==> src/core/lcdr_pkg.sv <==
package lcdr_pkg;

	// ------------------------------------------------------------
	// Geometry
	// ------------------------------------------------------------
	localparam int CH_COUNT = 14;
	localparam int ADDR_W = 8;
	localparam int DATA_W = 8;
	localparam int CH_IDX_W = 4;

	// ------------------------------------------------------------
	// Register map: channel n sits at n * 0x10 plus the offset
	// ------------------------------------------------------------
	localparam logic [3:0] REG_JITTER_CFG_OFS = 4'h1;
	localparam logic [3:0] REG_TEST_LOOP_OFS = 4'h2;
	localparam logic [7:0] JITTER_CFG_RST = 8'h00;
	localparam logic [7:0] TEST_LOOP_RST = 8'h00;
	localparam logic [7:0] READ_IDLE_VAL = 8'h00;

	// Field positions in the jitter configuration register
	localparam int JA_BW_BIT = 1;
	localparam int JA_DEPTH_BIT = 0;

	// Field positions in the test and loopback register
	localparam int PAT_INV_BIT = 7;
	localparam int PAT_SEL_HI = 6;
	localparam int PAT_SEL_LO = 4;
	localparam int TX_ON_BIT = 3;
	localparam int LOOP_HI = 2;
	localparam int LOOP_LO = 0;

	// ------------------------------------------------------------
	// Jitter attenuator settings
	// ------------------------------------------------------------
	typedef enum logic [1:0] {
		LCDR_BW_10HZ = 2'h0,
		LCDR_BW_1P5HZ = 2'h1,
		LCDR_BW_3HZ = 2'h2
	} lcdr_ja_bw_t;

	localparam logic [6:0] FIFO_DEPTH_SHORT = 7'h20;
	localparam logic [6:0] FIFO_DEPTH_LONG = 7'h40;

	// ------------------------------------------------------------
	// Test pattern and loopback codes
	// ------------------------------------------------------------
	typedef enum logic [1:0] {
		LCDR_PAT_NONE = 2'h0,
		LCDR_PAT_QRSS = 2'h1,
		LCDR_PAT_TAOS = 2'h2,
		LCDR_PAT_RSVD = 2'h3
	} lcdr_pat_t;

	typedef enum logic [2:0] {
		LCDR_LOOP_NONE = 3'h0,
		LCDR_LOOP_DUAL = 3'h1,
		LCDR_LOOP_ANALOG = 3'h2,
		LCDR_LOOP_REMOTE = 3'h3,
		LCDR_LOOP_DIGITAL = 3'h4
	} lcdr_loop_t;

endpackage

==> src/core/lcdr_addr_dec.sv <==
`timescale 1ns/1ns
module lcdr_addr_dec #(
	parameter int CH_COUNT = lcdr_pkg::CH_COUNT
) (
	input wire logic [lcdr_pkg::ADDR_W-1:0] addr_i,
	output logic [lcdr_pkg::CH_IDX_W-1:0] ch_idx_o,
	output logic sel_jitter_o,
	output logic sel_test_loop_o
);
	import lcdr_pkg::*;

	logic ch_ok;

	// ------------------------------------------------------------
	// Upper nibble picks the channel, lower nibble the register
	// ------------------------------------------------------------
	always_comb begin
		ch_idx_o = addr_i[7:4];
		ch_ok = (32'(addr_i[7:4]) < CH_COUNT);
		sel_jitter_o = ch_ok && (addr_i[3:0] == REG_JITTER_CFG_OFS);
		sel_test_loop_o = ch_ok && (addr_i[3:0] == REG_TEST_LOOP_OFS);
	end

endmodule

==> src/core/lcdr_ch_decode.sv <==
`timescale 1ns/1ns
module lcdr_ch_decode (
	input wire logic [lcdr_pkg::DATA_W-1:0] jitter_cfg_i,
	input wire logic [lcdr_pkg::DATA_W-1:0] test_loop_i,
	input wire logic e1_mode_i,
	input wire logic global_tx_enable_i,
	output logic [1:0] ja_bandwidth_o,
	output logic [6:0] ja_fifo_depth_o,
	output logic [5:0] ja_fifo_delay_o,
	output logic [1:0] tx_pattern_o,
	output logic tx_pattern_invert_o,
	output logic tx_power_on_o,
	output logic [2:0] loopback_o
);
	import lcdr_pkg::*;

	logic [2:0] pat_field;
	logic [2:0] loop_field;

	always_comb begin
		pat_field = test_loop_i[PAT_SEL_HI:PAT_SEL_LO];
		loop_field = test_loop_i[LOOP_HI:LOOP_LO];

		// ------------------------------------------------------------
		// Jitter attenuator
		// ------------------------------------------------------------
		if (!e1_mode_i) begin
			ja_bandwidth_o = LCDR_BW_3HZ;
		end else if (jitter_cfg_i[JA_BW_BIT]) begin
			ja_bandwidth_o = LCDR_BW_1P5HZ;
		end else begin
			ja_bandwidth_o = LCDR_BW_10HZ;
		end
		ja_fifo_depth_o = jitter_cfg_i[JA_DEPTH_BIT] ? FIFO_DEPTH_LONG : FIFO_DEPTH_SHORT;
		ja_fifo_delay_o = ja_fifo_depth_o[6:1];

		// ------------------------------------------------------------
		// Test pattern
		// ------------------------------------------------------------
		case (pat_field)
			3'h4: tx_pattern_o = LCDR_PAT_QRSS;
			3'h5: tx_pattern_o = LCDR_PAT_TAOS;
			3'h6, 3'h7: tx_pattern_o = LCDR_PAT_RSVD;
			default: tx_pattern_o = LCDR_PAT_NONE;
		endcase
		// QRSS goes out inverted by default, PRBS straight; a set bit flips both
		if (tx_pattern_o == LCDR_PAT_QRSS) begin
			tx_pattern_invert_o = !test_loop_i[PAT_INV_BIT];
		end else begin
			tx_pattern_invert_o = test_loop_i[PAT_INV_BIT];
		end

		// ------------------------------------------------------------
		// Transmitter power and loopback
		// ------------------------------------------------------------
		tx_power_on_o = global_tx_enable_i && test_loop_i[TX_ON_BIT];

		case (loop_field)
			3'h4: loopback_o = LCDR_LOOP_DUAL;
			3'h5: loopback_o = LCDR_LOOP_ANALOG;
			3'h6: loopback_o = LCDR_LOOP_REMOTE;
			3'h7: loopback_o = LCDR_LOOP_DIGITAL;
			default: loopback_o = LCDR_LOOP_NONE;
		endcase
	end

endmodule

==> src/core/lcdr_ctrl_regs.sv <==
`timescale 1ns/1ns
// What this block does
// - In E1 mode bandwidth bit 0 gives 10 Hz and 1 gives 1.5 Hz, in T1 mode it is 3 Hz from the first clock after reset, which loads 10 Hz.
// - One bandwidth setting serves both the receive and the transmit jitter attenuator.
// - Depth bit 0 gives a 32-bit FIFO and 1 gives a 64-bit FIFO.
// - The FIFO delay is half of the selected depth.
// - One depth setting serves both the receive and the transmit FIFO.
// - With the invert bit at 0, PRBS goes out straight and QRSS goes out inverted.
// - Pattern field 0XX is none, 100 QRSS, 101 all ones, 110 and 111 reserved.
// - Transmitters are off after power-up and follow their own on bit while the global pin is high.
// - While the global transmit enable pin is low all fourteen transmitters stay off.
// - Loopback field 0XX is none, 100 dual, 101 analog, 110 remote, 111 digital.
module lcdr_ctrl_regs #(
	parameter int CH_COUNT = lcdr_pkg::CH_COUNT
) (
	input wire logic clk_i,
	input wire logic rst_n_i,
	input wire logic [lcdr_pkg::ADDR_W-1:0] addr_i,
	input wire logic [lcdr_pkg::DATA_W-1:0] wr_data_i,
	input wire logic wr_en_i,
	input wire logic rd_en_i,
	output logic [lcdr_pkg::DATA_W-1:0] rd_data_o,
	input wire logic [CH_COUNT-1:0] e1_mode_i,
	input wire logic global_tx_enable_i,
	output logic [CH_COUNT-1:0][1:0] ja_bandwidth_o,
	output logic [CH_COUNT-1:0][6:0] ja_fifo_depth_o,
	output logic [CH_COUNT-1:0][5:0] ja_fifo_delay_o,
	output logic [CH_COUNT-1:0][1:0] tx_pattern_o,
	output logic [CH_COUNT-1:0] tx_pattern_invert_o,
	output logic [CH_COUNT-1:0] tx_power_on_o,
	output logic [CH_COUNT-1:0][2:0] loopback_o
);
	import lcdr_pkg::*;

	// ------------------------------------------------------------
	// Storage
	// ------------------------------------------------------------
	// Only the two jitter bits of the first register live here
	logic [CH_COUNT-1:0][1:0] jitter_cfg_r;
	logic [CH_COUNT-1:0][1:0] jitter_cfg_nxt;
	logic [CH_COUNT-1:0][DATA_W-1:0] test_loop_r;
	logic [CH_COUNT-1:0][DATA_W-1:0] test_loop_nxt;
	logic [DATA_W-1:0] rd_data_nxt;

	// Decoded values before the output flops
	logic [CH_COUNT-1:0][1:0] bw_dec;
	logic [CH_COUNT-1:0][6:0] depth_dec;
	logic [CH_COUNT-1:0][5:0] delay_dec;
	logic [CH_COUNT-1:0][1:0] pat_dec;
	logic [CH_COUNT-1:0] inv_dec;
	logic [CH_COUNT-1:0] pwr_dec;
	logic [CH_COUNT-1:0][2:0] loop_dec;

	logic [CH_IDX_W-1:0] ch_idx;
	logic sel_jitter;
	logic sel_test_loop;

	// ------------------------------------------------------------
	// Address decode
	// ------------------------------------------------------------
	lcdr_addr_dec #(
		.CH_COUNT(CH_COUNT)
	) u_addr_dec (
		.addr_i(addr_i),
		.ch_idx_o(ch_idx),
		.sel_jitter_o(sel_jitter),
		.sel_test_loop_o(sel_test_loop)
	);

	// ------------------------------------------------------------
	// Register writes
	// ------------------------------------------------------------
	always_comb begin
		jitter_cfg_nxt = jitter_cfg_r;
		test_loop_nxt = test_loop_r;
		if (wr_en_i && sel_jitter) begin
			// Upper bits of this address belong to other blocks
			jitter_cfg_nxt[ch_idx] = wr_data_i[1:0];
		end
		if (wr_en_i && sel_test_loop) begin
			test_loop_nxt[ch_idx] = wr_data_i;
		end
	end

	always_ff @(posedge clk_i) begin
		if (!rst_n_i) begin
			for (int i = 0; i < CH_COUNT; i++) begin
				jitter_cfg_r[i] <= JITTER_CFG_RST[1:0];
				test_loop_r[i] <= TEST_LOOP_RST;
			end
		end else begin
			jitter_cfg_r <= jitter_cfg_nxt;
			test_loop_r <= test_loop_nxt;
		end
	end

	// ------------------------------------------------------------
	// Read port
	// ------------------------------------------------------------
	// Data stand only in the cycle after the strobe; zero otherwise
	always_comb begin
		rd_data_nxt = READ_IDLE_VAL;
		if (rd_en_i && sel_jitter) begin
			rd_data_nxt = {6'h00, jitter_cfg_r[ch_idx]};
		end else if (rd_en_i && sel_test_loop) begin
			rd_data_nxt = test_loop_r[ch_idx];
		end
	end

	always_ff @(posedge clk_i) begin
		if (!rst_n_i) begin
			rd_data_o <= READ_IDLE_VAL;
		end else begin
			rd_data_o <= rd_data_nxt;
		end
	end

	// ------------------------------------------------------------
	// Per-channel decode
	// ------------------------------------------------------------
	for (genvar c = 0; c < CH_COUNT; c++) begin : g_ch
		lcdr_ch_decode u_dec (
			.jitter_cfg_i({6'h00, jitter_cfg_r[c]}),
			.test_loop_i(test_loop_r[c]),
			.e1_mode_i(e1_mode_i[c]),
			.global_tx_enable_i(global_tx_enable_i),
			.ja_bandwidth_o(bw_dec[c]),
			.ja_fifo_depth_o(depth_dec[c]),
			.ja_fifo_delay_o(delay_dec[c]),
			.tx_pattern_o(pat_dec[c]),
			.tx_pattern_invert_o(inv_dec[c]),
			.tx_power_on_o(pwr_dec[c]),
			.loopback_o(loop_dec[c])
		);
	end

	// ------------------------------------------------------------
	// Output flops
	// ------------------------------------------------------------
	// One bandwidth and one depth per channel feed both attenuator paths,
	// so receive and transmit can never disagree.
	// Costs one cycle of latency from a write to the outputs.
	always_ff @(posedge clk_i) begin
		if (!rst_n_i) begin
			for (int i = 0; i < CH_COUNT; i++) begin
				ja_bandwidth_o[i] <= LCDR_BW_10HZ;
				ja_fifo_depth_o[i] <= FIFO_DEPTH_SHORT;
				ja_fifo_delay_o[i] <= FIFO_DEPTH_SHORT[6:1];
				tx_pattern_o[i] <= LCDR_PAT_NONE;
				loopback_o[i] <= LCDR_LOOP_NONE;
			end
			tx_pattern_invert_o <= '0;
			tx_power_on_o <= '0;
		end else begin
			ja_bandwidth_o <= bw_dec;
			ja_fifo_depth_o <= depth_dec;
			ja_fifo_delay_o <= delay_dec;
			tx_pattern_o <= pat_dec;
			tx_pattern_invert_o <= inv_dec;
			tx_power_on_o <= pwr_dec;
			loopback_o <= loop_dec;
		end
	end

endmodule

==> config.mk <==
export PLATFORM = sky130hd
export DESIGN_NAME = lcdr_ctrl_regs
export DESIGN_NICKNAME = d
export VERILOG_FILES = /design/src/core/lcdr_pkg.sv /design/src/core/lcdr_addr_dec.sv /design/src/core/lcdr_ch_decode.sv /design/src/core/lcdr_ctrl_regs.sv
export SDC_FILE = /design/constraint.sdc
export NUM_CORES = 1
export LEC_CHECK = 0
export BUFFER_PORTS_ARGS = -buffer_cell sky130_fd_sc_hd__buf_4
export CORE_ASPECT_RATIO = 1.25
export CORE_MARGIN = 2
export CORE_UTILIZATION = 30
export CTS_BUF_LIST = sky130_fd_sc_hd__clkbuf_16
export DETAILED_ROUTE_END_ITERATION = 6
export HOLD_SLACK_MARGIN = 0.05
export PLACE_DENSITY = 0.5
export SLEW_MARGIN = 30
export SYNTH_ARGS = -nofsm -noshare
export SYNTH_HDL_FRONTEND = slang
export SYNTH_SLANG_ARGS = --single-unit
export TNS_END_PERCENT = 5
==> constraint.sdc <==
create_clock -name clk_i -period 1.7 [get_ports clk_i]
set_input_delay 0.255 -clock clk_i [delete_from_list [all_inputs] [get_ports clk_i]]
set_output_delay 0.255 -clock clk_i [all_outputs]
set_load 0.01 [all_outputs]
==> flow_summary_export.csv, run 1 <==
group,metric,value,unit
clock_tree,cts_setup_buffers,0,
drt,via_count,9145,
pwr,ir_drop,0.563,mV
drt,detail-route-antenna-nets,0,
pwr,p_per_area,929,mW/mm2
sta,finalCritPeriodShare,96.4,%
setup_path,max_stage_delay,460,ps
run_status,status,"finished clean",
sta,drv_slew,0,
worst_hold_path,holdCritPathClass,"in2reg",
die,die_h,233,um
synthesis,synth_top_cell_by_area,"dfxtp_1",
pwr,p_clk_share,46.9,%
clock_tree,insertion_delay,560,ps
drt,wirelength,34400,um
die,start_util,30.6,%
sta,whs,66.8,ps
final_layout,multi_input_area,0.00548,mm2
synthesis,syn_area_per_cell,9.63,um2
sta,fmax,610,MHz
final_layout,nFillCells,4127,
global_route,track_usage,15.3,%
synthesis,synthArstFlopShare,0,%
clock_tree,cts_max_path_buffers,3,
sta,finalWorstSetupSlack,60.9,ps
setup_path,crit_type,"reg2reg",
die,die_x,187,um
drt,vias_per_cell,4.25,
die,core_area,0.0412,mm2
sta,hold_viol,0,
synthesis,yosys_register_bits,302,
clock_tree,htreeDepth,1,
final_layout,drive_gt1_share,25.2,%
placed_design,place_hpwl,25200,um
sta,setup_viol,0,
pwr,seqPwrFrac,47.8,%
synthesis,synth_cell_types,35,
clock_tree,path_clk_slew,60,ps
synthesis,ys.warnings.count,0,
final_layout,area_growth,27.1,%
sta,rsz0062_at_grt,"no",
sta,finalCriticalPeriod,1640,ps
setup_path,crit_required,2120,ps
global_route,antenna_found_initial,0,
placed_design,pre_cts_slack,-243,ps
die,num_rows,83,
setup_path,cp-start-kind,"flop",
die,ios,351,
final_layout,layout.area.seq,0.00605,mm2
synthesis,synth-main-ff-cell,"dfxtp_1",
clock_tree,cts_tree,"built",
clock_tree,cts_root_buf,"clkbuf_16",
global_route,overflow,0,
final_layout,antennaDiodeCount,0,
placed_design,place.gp.congestion,0.816,
synthesis,syn_inst,1308,
synthesis,synth.top_cell.area_share,48.0,%
global_route,grt_pass1_wl,52100,um
setup_path,cp.arrival,2060,ps
setup_path,crit_path_cell_trace,"mux4_2, nor2b_1, a21oi_1, nor3_1, or3_1",
drt,initialDrtViolationCount,328,
drt,wl_per_cell,16.0,um
pwr,pwr-share-comb,5.3,%
placed_design,io_buffers,224,
setup_path,crit_slowest_cell,"mux4_2",
placed_design,place_area,0.0148,mm2
global_route,grt_max_degree,89,
clock_tree,cts-buffers-inserted,31,
job,max_cap_violations,0,
pwr,switching_share,22.8,%
synthesis,yosysSeqAreaShare,48.0,%
sta,setup_tns,0,ps
clock_tree,cts.sinks,302,
sta,worstMarginPinSlew,502,ps
sta,clock_skew,12.3,ps
setup_path,end_kind,"flop",
pwr,p_int,11.5,mW
sta,slew_headroom,66.5,%
pwr,p_leak,6.91,nW
die,dieArea,0.0437,mm2
final_layout,nets,1613,
drt,drt_first_pass_iters,5,
drt,drc,0,
synthesis,synth_area,0.0126,mm2
pwr,power.switching,3.39,mW
global_route,grt_pass1_vias,8960,
synthesis,synth-edff-count,0,
synthesis,synth.area.top_cells,"dfxtp_1 48%, buf_4 9.3%, mux2i_1 7.9%",
setup_path,path_max_fanout,3,
final_layout,final_core_util,38.8,%
final_layout,final_area,0.0160,mm2
-- critical path: cells and delay by family, from the launching register on --
kind            cells  cell delay (ps)
compound gates      1              140
flops               1              340
mux                 1              460
simple gates        3              570
-- per-layer routing --
| metal | vias up | GRT usage, % | share of wire [%] |
|---|---|---|---|
| met5 | - | 0 | 0 |
| met3 | 43 | 2.76 | 6.2 |
| li1 | 4554 | - | - |
| met4 | 0 | 4.27 | 2.1 |
| met2 | 315 | 28.0 | 50 |
| met1 | 4233 | 18.3 | 42 |
-- placed cells by master (no fill, tap or decap), types with 20 or more instances in the layout --
cell type,synthesis,routed
a21oi_1,31,29
inv_1,28,31
a21boi_0,48,48
conb_1,1,126
nand3_1,21,21
buf_4,156,304
nand2_1,183,183
nor2_1,86,86
mux2i_1,100,100
nor2b_1,100,100
and3_1,32,32
clkbuf_16,0,31
mux4_2,20,20
dfxtp_1,302,302
xnor2_1,28,28
and2_1,30,30
-- metrics by stage --
stage	total power, mW	std cells
after global placement	8.02	2078
after global routing	15.4	2153
after floorplan	7.94	1433
after CTS	15.1	2153
after detailed placement	8.02	2078
final	14.9	2153
-- final cells by class --
| cell class | instances | share of cell area (%) |
|---|---|---|
| Sequential cell | 302 | 37.8 |
| Clock inverter | 25 | 1.65 |
| Inverter | 28 | 0.656 |
| Timing Repair Buffer | 332 | 16.6 |
| Multi-Input combinational cell | 883 | 34.2 |
| Clock buffer | 31 | 4.84 |
| Tap cell | 552 | 4.31 |
-- flip-flops by register name (all words and copies together) (netlist names) --
register,count
ja_bandwidth_o,28
ja_fifo_delay_o,2
ja_fifo_depth_o,26
jitter_cfg_r,28
loopback_o,42
rd_data_o,8
test_loop_r,112
tx_pattern_invert_o,14
tx_pattern_o,28
tx_power_on_o,14
-- synthesized netlist by cell type, drive strengths merged, types with 27 or more instances --
library cell and instances:
xnor2 28, nand3 27, a21boi 64, a21oi 31
and2 30, nor2b 100, nor2 86, and3 32
mux2i 100, buf 176, inv 28, nand2 183
clkbuf 44, dfxtp 302
-- kinds of logic after synthesis --
kind of cell,Yosys count,synth area share (%)
and+or+nand+nor,490,19.5
DFF,302,48.0
buffers and inverters,248,12.3
muxes,125,12.0
AOI/OAI and AO/OA,114,6.27
xor gates and xnor gates,28,1.95
other,1,0.0298
-- path summary, 6_finish.rpt --
check / end / depth (start not counted) / slack, ps / startpoint
worst max-delay path: rd_data_o[0] / 5 / 60 / jitter_cfg_r[6]
worst min-delay path: tx_power_on_o[2] / 2 / 70 / global_tx_enable_i
worst max register to register: rd_data_o[0] / 5 / 60 / jitter_cfg_r[6]
worst min register to register: test_loop_r[98] / 2 / 480 / test_loop_r[98]
-- repair_timing --
item | CTS | global route
endpoints found under the setup margin | 0 | 2
hold buffers | 19 | 0
hold endpoints to repair | 41 | 0
gates resized for setup | 0 | 2
-- power groups by stage --
| stage | Sequential [mW] | Clock (mW) | Combinational, mW |
|---|---|---|---|
| 3_5_place_dp | 7.27 | 0 | 0.758 |
| 6_report | 7.11 | 6.98 | 0.794 |
| 4_1_cts | 7.10 | 7.19 | 0.797 |
| 3_3_place_gp | 7.27 | 0 | 0.757 |
| 2_1_floorplan | 7.27 | 0 | 0.667 |
| 5_1_grt | 7.10 | 7.45 | 0.856 |
No activity file was read; power rests on OpenSTA's default activity.
==> inputs of run 2 (changes only) <==
==> constraint.sdc (replaced) <==
create_clock -name clk_i -period 1.7 [get_ports clk_i]
set_input_delay 0.085 -clock clk_i [delete_from_list [all_inputs] [get_ports clk_i]]
set_output_delay 0.085 -clock clk_i [all_outputs]
set_load 0.01 [all_outputs]
==> flow_summary_export.csv, run 2 (synthesis gave the netlist of run 1 again) <==
group,metric,value,unit
drt,drt_first_pass_iters,4,
drt,wl_met2,16900,um
setup_path,cp.arrival,2060,ps
global_route,track_usage,15.2,%
die,dieArea,0.0437,mm2
drt,wl_met1,14500,um
final_layout,largest-register,"test_loop_r",
final_layout,layout_common_cells,"302 x dfxtp_1, 277 x buf_4, 183 x nand2_1, 126 x conb_1",
setup_path,ff2ff_setup_slack,90,ps
run_status,status,"finished clean",
global_route,antenna_found_initial,1,
pwr,p_total,14.2,mW
sta,whs,58.1,ps
sta,finalCriticalPeriod,1610,ps
final_layout,largest_reg_flops,112,
sta,clock_skew,28.5,ps
clock_tree,path_clk_slew,70,ps
clock_tree,cts_tree,"built",
placed_design,io_buffers,224,
clock_tree,htreeDepth,1,
placed_design,place_hpwl,24500,um
final_layout,top_regs,"test_loop_r (112), loopback_o (42)",
setup_path,crit_required,2160,ps
final_layout,area_growth,25.7,%
sta,finalCritPeriodShare,94.4,%
drt,detail-route-antenna-nets,0,
sta,worstMarginPinSlew,507,ps
die,start_util,30.6,%
clock_tree,cts_root_buf,"clkbuf_16",
clock_tree,cts_resized,0,
clock_tree,cts_max_path_buffers,3,
global_route,overflow,0,
drt,via_count,9144,
worst_hold_path,holdCritPathClass,"in2reg",
final_layout,nFillCells,4097,
job,max_cap_violations,0,
setup_path,path_max_fanout,4,
clock_tree,cts.sinks,302,
clock_tree,insertion_delay,570,ps
drt,wl_per_cell,16.1,um
drt,drc,0,
sta,fmax,623,MHz
final_layout,drive_gt1_share,22.9,%
drt,top_layer,"met4",
setup_path,end_kind,"flop",
pwr,ir_drop,0.495,mV
sta,drv_slew,0,
pwr,p_per_area,896,mW/mm2
drt,vias_per_cell,4.27,
placed_design,place.gp.congestion,0.787,
global_route,grt_max_degree,115,
sta,hold_viol,0,
setup_path,crit_path_cell_trace,"mux4_2, nor2b_1, a21oi_1, nor3_1, or3_1",
die,die_h,233,um
sta,setup_tns,0,ps
final_layout,nets,1598,
setup_path,cp-start-kind,"flop",
pwr,p_leak,6.82,nW
clock_tree,cts-buffers-inserted,30,
sta,setup_viol,0,
die,ios,351,
setup_path,crit_slowest_cell,"mux4_2",
die,die_x,187,um
die,num_rows,83,
setup_path,max_stage_delay,490,ps
global_route,grt_pass1_wl,51200,um
drt,wl_met3,2090,um
global_route,grt_pass1_vias,8786,
sta,slew_headroom,66.1,%
die,core_area,0.0412,mm2
drt,initialDrtViolationCount,353,
setup_path,crit_type,"reg2reg",
drt,wirelength,34400,um
sta,rsz0062_at_grt,"no",
final_layout,layout_commonest_cell,"dfxtp_1",
==> run 2: layout make-up <==
type / instances / area [um2] / share of cell area [%]
Clock buffer: 31 / 776 / 4.90
Clock inverter: 25 / 151 / 0.956
Tap cell: 552 / 691 / 4.36
Antenna cell: 1 / 2.50 / 0.0158
Multi-Input combinational cell: 883 / 5470 / 34.6
Sequential cell: 302 / 6050 / 38.2
Inverter: 28 / 105 / 0.664
Timing Repair Buffer: 318 / 2590 / 16.4
==> run 2: critical path, delay by kind of cell, from the launching register on <==
family / cells / cell delay, ps
AO/OA/AOI/OAI: 1 / 130
flip-flops: 1 / 340
multiplexers: 1 / 490
AND/OR/NAND/NOR: 3 / 540
==> run 2: per-stage QoR <==
step                std cells  worst slack (ps)  instance area [um2]  utilization [%]
floorplan                1433              54.5                13100                -
detailed placement       2052              -134                14600             35.4
global placement         2052              -152                14600             35.4
CTS                      2139              89.5                15800             38.4
global route             2140              15.1                15800             38.4
finish                   2140              94.9                15800             38.4
==> run 2: layer usage <==
| metal | GRT usage (%) | vias to the layer above |
|---|---|---|
| met4 | 5.70 | 0 |
| li1 | - | 4520 |
| met2 | 26.9 | 343 |
| met5 | 0 | - |
| met1 | 18.3 | 4238 |
| met3 | 2.69 | 43 |
==> run 2: worst paths after layout <==
check / depth (start not counted) / from / to
worst max-delay path: 5 / test_loop_r[1] / rd_data_o[1]
worst min register to register: 2 / test_loop_r[63] / test_loop_r[63]
worst min-delay path: 3 / rst_n_i / jitter_cfg_r[9]
worst max register to register: 5 / test_loop_r[1] / rd_data_o[1]
==> run 2: power breakdown <==
part	internal (mW)	switching [mW]	leakage (nW)	total, mW
clock	3.56	2.72	0.490	6.29
sequential	7.10	0.00921	2.44	7.11
combinational	0.294	0.492	3.90	0.787
==> run 2: timing repair <==
action                                  in CTS  in global routing
hold buffers                                31                  0
setup buffers                                0                  0
hold endpoints to repair                   182                  0
endpoints found under the setup margin       0                  0
==> inputs of run 3 (changes only) <==
Settings changed: CORE_ASPECT_RATIO 1.25 to unset.
==> flow_summary_export.csv, run 3 (synthesis gave the netlist of run 1 again) <==
group,metric,value,unit
clock_tree,cts-buffers-inserted,34,
final_layout,drive_gt1_share,23.7,%
final_layout,nFillCells,4230,
sta,setup_tns,0,ps
worst_hold_path,hold_start,"rst_n_i",
run_status,status,"finished clean",
clock_tree,cts_root_buf,"clkbuf_16",
pwr,p_leak,6.80,nW
global_route,grt_max_degree,133,
placed_design,place_hpwl,25000,um
setup_path,cp-start-kind,"flop",
global_route,antenna_found_initial,0,
global_route,overflow,0,
worst_hold_path,holdPathEnd,"test_loop_r[104]",
clock_tree,cts_max_path_buffers,3,
setup_path,end_kind,"flop",
sta,hold_viol,0,
sta,setup_viol,0,
pwr,p_total,15.0,mW
final_layout,multi_input_area,0.00549,mm2
final_layout,antennaDiodeCount,0,
drt,initialDrtViolationCount,424,
setup_path,path_max_fanout,3,
clock_tree,cts_setup_buffers,0,
final_layout,largest_reg_flops,112,
drt,detail-route-antenna-nets,0,
setup_path,regToRegStartpoint,"jitter_cfg_r[7]",
placed_design,io_buffers,224,
die,die_x,209,um
setup_path,cp.arrival,2040,ps
final_layout,layout_commonest_cell,"dfxtp_1",
final_layout,area_growth,25.6,%
sta,finalCriticalPeriod,1640,ps
pwr,p_per_area,946,mW/mm2
final_layout,nets,1586,
die,ios,351,
drt,vias_per_cell,4.32,
setup_path,reg2reg_depth,5,
clock_tree,insertion_delay,520,ps
final_layout,layout_common_cells,"298 x dfxtp_1, 270 x buf_4, 183 x nand2_1, 126 x conb_1",
sta,finalWorstSetupSlack,60.7,ps
sta,finalCritPeriodShare,96.4,%
global_route,track_usage,15.6,%
die,start_util,30.2,%
clock_tree,cts.sinks,302,
drt,wirelength,35100,um
drt,via_count,9132,
setup_path,crit_required,2100,ps
clock_tree,htreeDepth,2,
clock_tree,path_clk_slew,60,ps
setup_path,crit_type,"reg2reg",
placed_design,pre_cts_slack,-126,ps
die,die_h,209,um
final_layout,top_regs,"test_loop_r (112), loopback_o (42)",
die,core_area,0.0417,mm2
drt,wl_per_cell,16.6,um
pwr,ir_drop,0.416,mV
setup_path,ff2ff_setup_slack,60,ps
worst_hold_path,holdCritPathClass,"in2reg",
worst_hold_path,min_path_cells,3,
sta,fmax,610,MHz
job,max_cap_violations,0,
sta,clock_skew,15.5,ps
setup_path,timing.rr.end,"rd_data_o[1]",
die,num_rows,75,
placed_design,place.gp.congestion,0.790,
global_route,grt_pass1_vias,8791,
final_layout,layout.area.seq,0.00605,mm2
drt,drc,0,
drt,drt_first_pass_iters,4,
final_layout,largest-register,"test_loop_r",
global_route,grt_pass1_wl,52900,um
die,dieArea,0.0436,mm2
final_layout,final_core_util,38.0,%
sta,drv_slew,0,
clock_tree,cts_tree,"built",
sta,rsz0062_at_grt,"yes",
==> run 3: cell types whose count changed in the layout (fill, tap and decap cells not counted), sizes merged <==
cell and delta:
clkinv -5, diode -1, clkbuf +4, bufinv +1
buf -8, dlygate4sd3 -8, clkinvlp +3, inv +1
==> run 3: layout make-up <==
type                    count  share of cell area [%]
inverters                  28                   0.664
clock inverters            25                    1.23
repair buffers            302                    15.4
multi-input cells         883                    34.7
well taps                 539                    4.26
clock buffers              35                    5.53
flip-flops and latches    302                    38.2
==> run 3: layer usage <==
layer | routed length [um] | GRT usage, % | vias up
met4 | 891 | 5.17 | 0
li1 | - | - | 4505
met5 | 0 | 0 | -
met2 | 16800 | 26.2 | 250
met3 | 1820 | 3.07 | 51
met1 | 15600 | 20.2 | 4326
==> run 3: metrics by stage <==
stage,std cells,instance area [um2],hold WS (ps)
after detailed placement,2031,14500,251
after global placement,2031,14500,250
after global routing,2114,15800,139
after CTS,2114,15800,123
final,2114,15800,121
after floorplan,1433,13100,157
==> run 3: report_power, final <==
part,switching [mW],leakage [nW],internal [mW]
registers,0.00973,2.44,7.10
logic,0.497,3.81,0.280
clock network,2.90,0.552,4.19
total,3.41,6.80,11.6
==> run 3: critical path, stage by stage (launching register included) <==
cell	delay [ps]
dfxtp_2	340
mux4_2	450
nor2b_1	150
a21oi_2	190
nor3_1	70
or3_1	320
==> run 3: how the worst max path moves through the flow <==
stage / start / to / slack, ps
floorplan: addr_i[4] / rd_data_o[0] / 50
global placement: addr_i[5] / jitter_cfg_r[21] / -140
detailed placement: addr_i[5] / rd_data_o[1] / -130
CTS: test_loop_r[16] / rd_data_o[0] / 30
global route: jitter_cfg_r[7] / rd_data_o[1] / -20
finish: jitter_cfg_r[7] / rd_data_o[1] / 60
==> run 3: timing repair <==
item / 4_1_cts / 5_1_grt
hold endpoints to repair: 143 / 0
hold buffers: 23 / 0
resized for setup: 2 / 6
endpoints found under the setup margin: 1 / 2
